## src/qct_pkg.sv

```systemverilog
`default_nettype none
package qct_pkg;
    // ----------------------------------------------------------------
    // counter and channel geometry
    // ----------------------------------------------------------------
    localparam int          QCT_CNT_W     = 16;
    localparam int          QCT_NCH       = 4;
    localparam logic [15:0] QCT_CNT_MAX   = 16'hFFFF;
    localparam logic [15:0] QCT_CNT_ZERO  = 16'h0000;
    localparam logic [15:0] QCT_CCR_RESET = 16'h0000;

    // ----------------------------------------------------------------
    // operating mode codes
    // ----------------------------------------------------------------
    localparam logic [2:0]  QCT_MODE_PWM  = 3'h4;
    localparam logic [2:0]  QCT_MODE_FREE = 3'h5;

    // ----------------------------------------------------------------
    // option byte layout
    // ----------------------------------------------------------------
    localparam int          QCT_WRAP_FLAG_BIT = 0;

    // ----------------------------------------------------------------
    // capture edge select codes
    // ----------------------------------------------------------------
    localparam logic [1:0]  QCT_EDGE_NONE = 2'h0;
    localparam logic [1:0]  QCT_EDGE_RISE = 2'h1;
    localparam logic [1:0]  QCT_EDGE_FALL = 2'h2;
    localparam logic [1:0]  QCT_EDGE_BOTH = 2'h3;
endpackage
`default_nettype wire

```

## src/qct_edge_sync.sv

```systemverilog
`timescale 1ns/1ps
`default_nettype none
module qct_edge_sync
    import qct_pkg::*;
(
    input  wire logic       clk,
    input  wire logic       reset,
    input  wire logic       pin_in,
    input  wire logic [1:0] edge_sel,
    output logic            strobe
);
    // ----------------------------------------------------------------
    // three-stage synchroniser and settled level
    // ----------------------------------------------------------------
    logic s1_r;
    logic s2_r;
    logic s3_r;
    logic level_r;

    wire settled = (s2_r == s3_r);
    wire changed = settled && (s3_r != level_r);
    wire rose    = changed && s3_r;
    wire fell    = changed && !s3_r;

    always_ff @(posedge clk)
    begin
        if (reset)
        begin
            s1_r    <= 1'b0;
            s2_r    <= 1'b0;
            s3_r    <= 1'b0;
            level_r <= 1'b0;
        end
        else
        begin
            s1_r <= pin_in;
            s2_r <= s1_r;
            s3_r <= s2_r;
            if (changed)
                level_r <= s3_r;
        end
    end

    // ----------------------------------------------------------------
    // one-cycle strobe per qualifying edge
    // ----------------------------------------------------------------
    assign strobe = ((edge_sel == QCT_EDGE_RISE) && rose) ||
                    ((edge_sel == QCT_EDGE_FALL) && fell) ||
                    ((edge_sel == QCT_EDGE_BOTH) && changed);
endmodule
`default_nettype wire

```

## src/qct_timer.sv

```systemverilog
// Functional notes
// - in pwm mode a duty channel with compare value zero stays inactive all period.
// - a duty value of period plus one gives a full-active output, impossible at period FFFF.
// - in pwm mode a duty channel's match request rises in the cycle the count equals it.
// - mode code 101 selects the free-running timer.
// - in free-running mode the counter advances each clock once the run bit is one.
// - in free-running mode each channel is compare or capture as its function select bit says.
// - in free-running mode all four outputs invert when the run bit is set and counting starts.
// - in free-running mode a compare match raises the channel request and inverts its output.
// - in free-running mode the clock after the count holds FFFF raises the wrap request and wraps to zero.
// - each wrap sets the sticky wrap flag until software clears it.
// - a compare register write is used in the very next comparison.
// - a capture edge latches the count into the channel register and raises its request.
// - the wrap flag is bit zero of the option byte and a byte write with it zero clears it.
`timescale 1ns/1ps
`default_nettype none
module qct_timer
    import qct_pkg::*;
#(
    parameter int NCH = QCT_NCH
)
(
    input  wire logic                        clk,
    input  wire logic                        reset,
    input  wire logic [2:0]                  operating_mode_field,
    input  wire logic                        count_run_bit,
    input  wire logic [NCH-1:0]              channel_function_sel,
    input  wire logic [2*NCH-1:0]            capture_edge_sel,
    input  wire logic                        ccr_wr_en,
    input  wire logic [$clog2(NCH)-1:0]      ccr_wr_idx,
    input  wire logic [15:0]                 ccr_wr_data,
    input  wire logic                        opt_byte_wr,
    input  wire logic [7:0]                  opt_byte_data,
    input  wire logic                        bit_clear_instruction,
    input  wire logic [NCH-1:0]              capture_in_pin,
    output logic      [NCH-1:0][15:0]        capture_compare_reg,
    output logic      [15:0]                 count_value,
    output logic                             wrap_flag,
    output logic                             wrap_irq,
    output logic      [NCH-1:0]              channel_event_irq,
    output logic      [NCH-1:0]              timer_out_pin
);
    // ----------------------------------------------------------------
    // elaboration check
    // ----------------------------------------------------------------
    if (NCH != QCT_NCH)
    begin : g_bad_nch
        $error("qct_timer serves exactly four channels");
    end

    localparam int IDX_W = $clog2(NCH);

    // ----------------------------------------------------------------
    // state
    // ----------------------------------------------------------------
    logic [15:0]            cnt_r;
    logic [15:0]            cnt_nxt;
    logic                   run_q_r;
    logic                   wrap_flag_r;
    logic                   wrap_flag_nxt;
    logic                   wrap_irq_r;
    logic                   period_irq_r;
    logic [NCH-1:0]         cap_irq_r;
    logic [NCH-1:0]         out_r;
    logic [NCH-1:0]         out_nxt;
    logic [NCH-1:0][15:0]   ccr_r;

    // ----------------------------------------------------------------
    // mode decode
    // ----------------------------------------------------------------
    wire free_mode = (operating_mode_field == QCT_MODE_FREE);
    wire pwm_mode  = (operating_mode_field == QCT_MODE_PWM);
    wire running   = count_run_bit && (free_mode || pwm_mode);
    wire run_start = running && !run_q_r;
    wire at_max    = (cnt_r == QCT_CNT_MAX);
    wire period_hit = pwm_mode && running && (cnt_r == ccr_r[0]);
    wire wrap_now  = free_mode && running && at_max;

    // ----------------------------------------------------------------
    // counter
    // ----------------------------------------------------------------
    assign cnt_nxt = !running   ? QCT_CNT_ZERO :
                     period_hit ? QCT_CNT_ZERO :
                     16'(cnt_r + 16'h0001);

    // ----------------------------------------------------------------
    // per-channel capture, compare and output logic
    // ----------------------------------------------------------------
    logic [NCH-1:0] cap_strobe;
    logic [NCH-1:0] is_capture;
    logic [NCH-1:0] cmp_hit;
    logic [NCH-1:0] duty_active;
    logic [NCH-1:0] cap_take;
    logic [NCH-1:0] sw_write;

    genvar m;
    generate
        for (m = 0; m < NCH; m++)
        begin : g_ch
            qct_edge_sync u_sync (
                .clk      (clk),
                .reset    (reset),
                .pin_in   (capture_in_pin[m]),
                .edge_sel (capture_edge_sel[2*m +: 2]),
                .strobe   (cap_strobe[m])
            );

            assign is_capture[m] = free_mode && channel_function_sel[m];
            // live register compared directly, so writes apply at once
            assign cmp_hit[m] = running && !is_capture[m] &&
                                (cnt_r == ccr_r[m]) &&
                                (free_mode || (pwm_mode && (m != 0)));
            // active while count below duty: zero never, period+1 always
            assign duty_active[m] = ({1'b0, cnt_r} < {1'b0, ccr_r[m]});
            assign cap_take[m] = running && is_capture[m] && cap_strobe[m];
            assign sw_write[m] = ccr_wr_en && (ccr_wr_idx == IDX_W'(m));

            always_comb
            begin
                out_nxt[m] = out_r[m];
                if (free_mode)
                begin
                    if (run_start ^ (cmp_hit[m] && !run_start))
                        out_nxt[m] = !out_r[m];
                    else if (run_start && cmp_hit[m])
                        out_nxt[m] = !out_r[m];
                end
                else if (pwm_mode)
                begin
                    if (!running)
                        out_nxt[m] = 1'b0;
                    else if (m == 0)
                        out_nxt[m] = period_hit ? !out_r[m] : out_r[m];
                    else
                        out_nxt[m] = duty_active[m];
                end
            end

            always_ff @(posedge clk)
            begin
                if (reset)
                begin
                    ccr_r[m]     <= QCT_CCR_RESET;
                    cap_irq_r[m] <= 1'b0;
                    out_r[m]     <= 1'b0;
                end
                else
                begin
                    if (cap_take[m])
                        ccr_r[m] <= cnt_r;
                    else if (sw_write[m])
                        ccr_r[m] <= ccr_wr_data;
                    cap_irq_r[m] <= cap_take[m];
                    out_r[m]     <= out_nxt[m];
                end
            end
        end
    endgenerate

    // ----------------------------------------------------------------
    // wrap flag: set wins over clear
    // ----------------------------------------------------------------
    wire byte_clear = opt_byte_wr && !opt_byte_data[QCT_WRAP_FLAG_BIT];
    wire flag_clear = bit_clear_instruction || byte_clear;

    assign wrap_flag_nxt = wrap_now   ? 1'b1 :
                           flag_clear ? 1'b0 :
                           wrap_flag_r;

    // ----------------------------------------------------------------
    // shared registers
    // ----------------------------------------------------------------
    always_ff @(posedge clk)
    begin
        if (reset)
        begin
            cnt_r        <= QCT_CNT_ZERO;
            run_q_r      <= 1'b0;
            wrap_flag_r  <= 1'b0;
            wrap_irq_r   <= 1'b0;
            period_irq_r <= 1'b0;
        end
        else
        begin
            cnt_r        <= cnt_nxt;
            run_q_r      <= running;
            wrap_flag_r  <= wrap_flag_nxt;
            wrap_irq_r   <= wrap_now;
            period_irq_r <= period_hit;
        end
    end

    // ----------------------------------------------------------------
    // outputs
    // ----------------------------------------------------------------
    wire [NCH-1:0] ch0_period = {{(NCH-1){1'b0}}, period_irq_r};

    assign channel_event_irq   = cmp_hit | cap_irq_r | ch0_period;
    assign capture_compare_reg = ccr_r;
    assign count_value         = cnt_r;
    assign wrap_flag           = wrap_flag_r;
    assign wrap_irq            = wrap_irq_r;
    assign timer_out_pin       = out_r;
endmodule
`default_nettype wire

```

## config.mk

```make
export PLATFORM = sky130hd
export DESIGN_NAME = qct_timer
export DESIGN_NICKNAME = d
export VERILOG_FILES = /design/src/qct_pkg.sv /design/src/qct_edge_sync.sv /design/src/qct_timer.sv
export SDC_FILE = /design/constraint.sdc
export NUM_CORES = 1
export LEC_CHECK = 0
export ABC_CLOCK_PERIOD_IN_PS = 3100
export BUFFER_PORTS_ARGS = -buffer_cell sky130_fd_sc_hd__buf_2
export CAP_MARGIN = 20
export CORE_MARGIN = 5
export CORE_UTILIZATION = 50
export CTS_BUF_LIST = sky130_fd_sc_hd__clkbuf_4 sky130_fd_sc_hd__clkbuf_8
export DETAILED_ROUTE_END_ITERATION = 6
export PLACE_DENSITY = 0.82
export SYNTH_ARGS = -nofsm -noshare
export SYNTH_HDL_FRONTEND = slang
export SYNTH_SLANG_ARGS = --single-unit
```

## constraint.sdc

```tcl
create_clock -name clk -period 3.1 [get_ports clk]
set_input_delay 0.62 -clock clk [delete_from_list [all_inputs] [get_ports clk]]
set_output_delay 0.62 -clock clk [all_outputs]
set_load 0.03 [all_outputs]
```

Word level (Yosys, flattened, before mapping)
Cells that the tools add are included.

$add $sub $neg: 1. Order comparisons: 3. Equality and inequality tests: 35. Muxes and demuxes: 31. Bitwise logic cells: 7. Reductions and logical operators: 104.

Operators with widths (number): 16-bit 2-to-1 mux (8); 1-bit logical AND (67); 16-bit == test (4); 16-bit less-than comparator (3); 1-bit 2-to-1 mux (23); 2-bit == test (second input constant) (10); 16-bit by 1-bit adder with 16-bit output (second input constant) (1); 16-bit == test (second input constant) (1); 1-bit logical NOT (15); 3-bit by 1-bit inequality test with 1-bit output (second input constant) (4); 2-bit nonzero test (6); 2-bit by 1-bit == test with 1-bit output (second input constant) (5); 1-bit logical OR (10); 3-bit == test (second input constant) (2); 2-bit AND reduction (3); 1-bit == test (4); 1-bit inequality test (4); 4-bit by 1-bit bitwise OR with 4-bit output (1); 4-bit bitwise OR (1); 1-bit bitwise XOR (4); 3-bit by 2-bit inequality test with 1-bit output (second input constant) (1); 3-bit AND reduction (1); 3-bit OR reduction (1); 2-bit logical NOT (1); 1-bit inverter (1).

Flip-flop bits (word level): 108. Bits of input ports: 51. Output and inout port bits: 90. Logic and storage cells: 214.

Longest topological paths before layout
Depth after elaboration: 10. Gate-level depth with buffers: 8. Mapped depth without buffers: 7.

Modules after synthesis
From an unflattened synthesis, not the netlist that was laid out.

Cell total of the unflattened synthesis: 681. Area, all modules: 6144.6 um^2.

By module, submodules not included: qct_timer (times used 1, cells each 629, area each 5614.1 um^2, sequential area each 1841.8 um^2); qct_edge_sync (times used 4, cells each 13, area each 132.6 um^2, sequential area each 80.1 um^2).

Worst setup path before layout
Ideal clock, no wire load.

Path kind: flip-flop to output port. From: register cnt_r[7], in the netlist count_value[7]. To: output port channel_event_irq[0]. Arrival: 2.503 ns. Required time: 2.480 ns. Setup slack: -0.023 ns. Cell stages (with the launch flop): 6. Buffers on the path: 1. Cell sequence: dfxtp_1 clkbuf_1 xor2_1 nor4_1 nand4_1 o41ai_1.

Word-level cells in the longest chain between the ends: 5.

Ends and longest elaborated chain: from (decl) (RTL line qct_timer.sv:56) `logic [15:0] cnt_r;`; from (signal assigned) (RTL line qct_timer.sv:185) `cnt_r <= cnt_nxt;`; 16-bit == test (RTL line qct_timer.sv:111) `(cnt_r == ccr_r[m]) &&`; 1-bit logical AND (RTL line qct_timer.sv:110) `assign cmp_hit[m] = running && !is_capture[m] &&`; 1-bit logical AND (RTL line qct_timer.sv:111); 4-bit bitwise OR (RTL line qct_timer.sv:198) `assign channel_event_irq = cmp_hit | cap_irq_r | ch0_period;`; 4-bit by 1-bit bitwise OR with 4-bit output (RTL line qct_timer.sv:198); to (decl) (RTL line qct_timer.sv:40) `output logic [NCH-1:0] channel_event_irq,`.

No other way between the ends.

Worst setup path after layout
From: register cnt_r[13], in the netlist count_value[13]. To: output port channel_event_irq[0].

Same word-level chain as after synthesis.

==> key figures <==
Logic synthesis
  – Netlist cell types: 44
  – Syn Std Cell Area: 5970 sq um
  – Async S/R FF share, synth: 0%
  – Yosys reg bits: 108
  – Synth Warn #: 0
  – Post-synth EDFFs: 0
  – Syn Inst Count: 670
  – Most used DFF post-synth: dfxtp_1
  – Post-Syn Nets: 770
  – Fraction of the yosys area taken by sequential cells: 36.2%
  – Avg Inst Size Synth: 8.92 sq um

Power and ir drop
  – Sw Share: 29.1%
  – Clock power share: between 20% and 30%
  – Maximum vdd ir drop: between 0.15 and 0.2 mV
  – Comb power frac: 15.4%
  – Net Switching: between 700 and 800 uW
  – Final Total Pwr: 2.66 mW
  – LEAKAGE: 3.53 nW
  – Int Power: 1.89 mW
  – Power density cells: about 380 nW/um^2
  – Register share of total power: 55.0%

Run
  – Max-cap viol count: 0

Layout
  – Share of layout cells above drive strength 1: about 23%
  – Layout area overhead: 16.9%
  – Layout Nets: 887
  – Most common cell after layout, fill and taps aside: buf_2
  – Antenna diode instance count: 0
  – Number of flip-flops in the largest register: 64
  – Most frequent cells in the layout: buf_2 (133), dfxtp_1 (108), nor2_1 (94)

Worst setup path
  – Worst setup EP type: primary output
  – Worst setup SP type: flop
  – Worst reg2reg startpoint: count_value[12]
  – Worst EP required: around 2.5 ns
  – Arrival time of the worst setup path: 2.31 ns
  – Reg2Reg Capture Point: timer_out_pin[2]
  – CP Launch Point: count_value[13]
  – Worst-path fanout max: 12
  – CP endpoint: channel_event_irq[0]
  – Setup CP Type: reg -> out
  – FF-to-FF setup slack: approximately 0.73 ns
  – Reg2Reg Depth: 8

Detailed routing
  – Vias post-DR: 5,416
  – DRT iter0 DRCs: 379
  – Remaining DRCs: 0
  – WL/cell: 17.9 um
  – 1st-pass router iterations: 5
  – WL final: 16.8 mm
  – Via/cell ratio: between 5 and 6
  – Final ANT Viol Nets: 0

Global route
  – Vias in the first global route: 5,173
  – GR Util All Layers: 23.5%
  – Total grt overflow: 0
  – First-pass GRT wire length: 27.0 mm
  – Initial antenna violation count: 0
  – Maximum number of pins on one net before global-route repair: 41

Place
  – Post-DP HPWL: 12.3 mm
  – GP Congestion: 0.941
  – Port Buf Inserts: 133

STA
  – Final Cycle Share: 94.7%
  – Final hold vios: 0
  – Skew final: 0.0150 ns
  – # setup viols final: 0
  – Setup TNS: 0 ns
  – Max-slew violations: 0
  – Max Freq: 341 MHz
  – Worst slew pin tran: 0.584 ns
  – Slew HR: 60.7%
  – Min cycle time layout: 2.93 ns
  – RSZ-0062 raised after global routing: false

Status
  – Status: completed

CTS
  – Root buffer cell: clkbuf_8
  – Clk slew on worst S/H paths: 0.11 ns
  – Clk sinks: 108
  – Htree depth: 3
  – Cts bufs inserted: 9
  – Post-CTS Hold Fix Bufs: 0
  – CTS max path bufs: 2
  – Post-CTS Setup Inserts: 0
  – Clk Latency, worst-skew pair: 0.38 ns
  – CTS tree: done
  – Post_cts resized: 0

Hold path
  – Hold Path Stages: 1
  – Hold/Removal Path Class: reg -> reg

Floorplanning
  – # IOs: 141
  – Die width: 119 um
  – Starting Density: 50.4%
  – Die area: 14,200 sq um
  – Core box area: ~12,000 sq um
  – Die H: about 120 um
  – Site row count: 40
[synth_stat cells, types with 2 or more instances]
library cell / instances / area, sq um
dfxtp_1: 108 / 2160
nor2_1: 94 / 353
a211oi_1: 70 / 526
mux2i_1: 64 / 641
ha_1: 49 / 613
inv_1: 48 / 180
clkbuf_1: 37 / 139
a21oi_1: 23 / 115
xor2_1: 23 / 201
nand4_1: 17 / 106
nor2b_1: 16 / 100
nand3_1: 14 / 70.1
a21o_1: 12 / 90.1
nand2_1: 12 / 45.0
nor3_1: 8 / 40.0
xnor2_1: 7 / 61.3
nor4_1: 6 / 37.5
o21ai_0: 6 / 30.0
a21boi_0: 4 / 30.0
and4b_1: 4 / 40.0
buf_1: 4 / 15.0
buf_2: 4 / 20.0
nor4bb_1: 4 / 40.0
o2111ai_1: 4 / 35.0
o211ai_1: 4 / 30.0
a211oi_2: 3 / 37.5
nand3b_1: 3 / 22.5
a211o_1: 2 / 17.5
buf_4: 2 / 15.0
nand2b_1: 2 / 12.5
o21a_1: 2 / 15.0
or4_4: 2 / 22.5
[power groups by stage]
stage               clock (mW)  sequential, mW  combinational, mW
detailed placement           0            1.49              0.408
global placement             0            1.49              0.400
floorplan                    0            1.55              0.194
CTS                      0.791            1.46              0.410
finish                   0.788            1.46              0.411
global route             0.833            1.47              0.441
[routing by layer]
metal  vias up  part of all wire, %  GRT usage [%]
met4         0                  3.0           10.5
li1       2630                    -              -
met3        39                  5.9           3.28
met5         -                    0              0
met1      2547                   44           31.5
met2       200                   47           37.7
[worst min-delay path by stage]
| stage | endpoint | startpoint | slack, ns |
|---|---|---|---|
| after global routing | g_ch[2].u_sync.s2_r | g_ch[2].u_sync.s1_r | 0.46 |
| after detailed placement | g_ch[3].u_sync.s2_r | g_ch[3].u_sync.s1_r | 0.43 |
| after CTS | g_ch[0].u_sync.s1_r | capture_in_pin[0] | 0.44 |
| final | g_ch[3].u_sync.s2_r | g_ch[3].u_sync.s1_r | 0.44 |
| after floorplan | g_ch[0].u_sync.s2_r | g_ch[0].u_sync.s1_r | 0.41 |
| after global placement | g_ch[1].u_sync.s2_r | g_ch[1].u_sync.s1_r | 0.42 |
[kinds of logic (layout without fill, tap and decap cells)]
group / after synthesis / in the layout / share of synthesized area (%)
mux: 64 / 64 / 10.7
buf+inv: 96 / 216 / 6.37
simple gates: 188 / 188 / 15.9
compound gates: 135 / 135 / 16.2
xor+xnor: 30 / 30 / 4.40
flops: 108 / 108 / 36.2
fa+ha+maj: 49 / 49 / 10.3
[critical path, cell delays in order, from the launching register on]
cell and delay, ns:
dfxtp_1 0.62, xor2_1 0.12, nor4_1 0.45, nand4_1 0.26, o41ai_2 0.24, buf_2 0.25
[final cells by class]
class                   instances  area [sq um]
flip-flops and latches        108          2160
repair buffers                154           823
well taps                     147           184
fillers                      1032          4880
clock buffers                  10           138
inverters                      48           180
clock inverters                 4          27.5
multi-input cells             466          3470
[stage by stage]
step / std cells / hold WS, ns / util [%] / area (sq um) / setup WS (ns)
after CTS: 937 / 0.444 / 58.9 / 6980 / 0.160
after detailed placement: 923 / 0.426 / 57.5 / 6820 / 0.585
final: 937 / 0.444 / 58.9 / 6980 / 0.165
after global routing: 937 / 0.459 / 58.9 / 6980 / 0.0205
after floorplan: 670 / 0.414 / - / 5980 / 0.367
after global placement: 923 / 0.417 / 57.5 / 6820 / 0.586
Power figures use the tool's default switching activity.
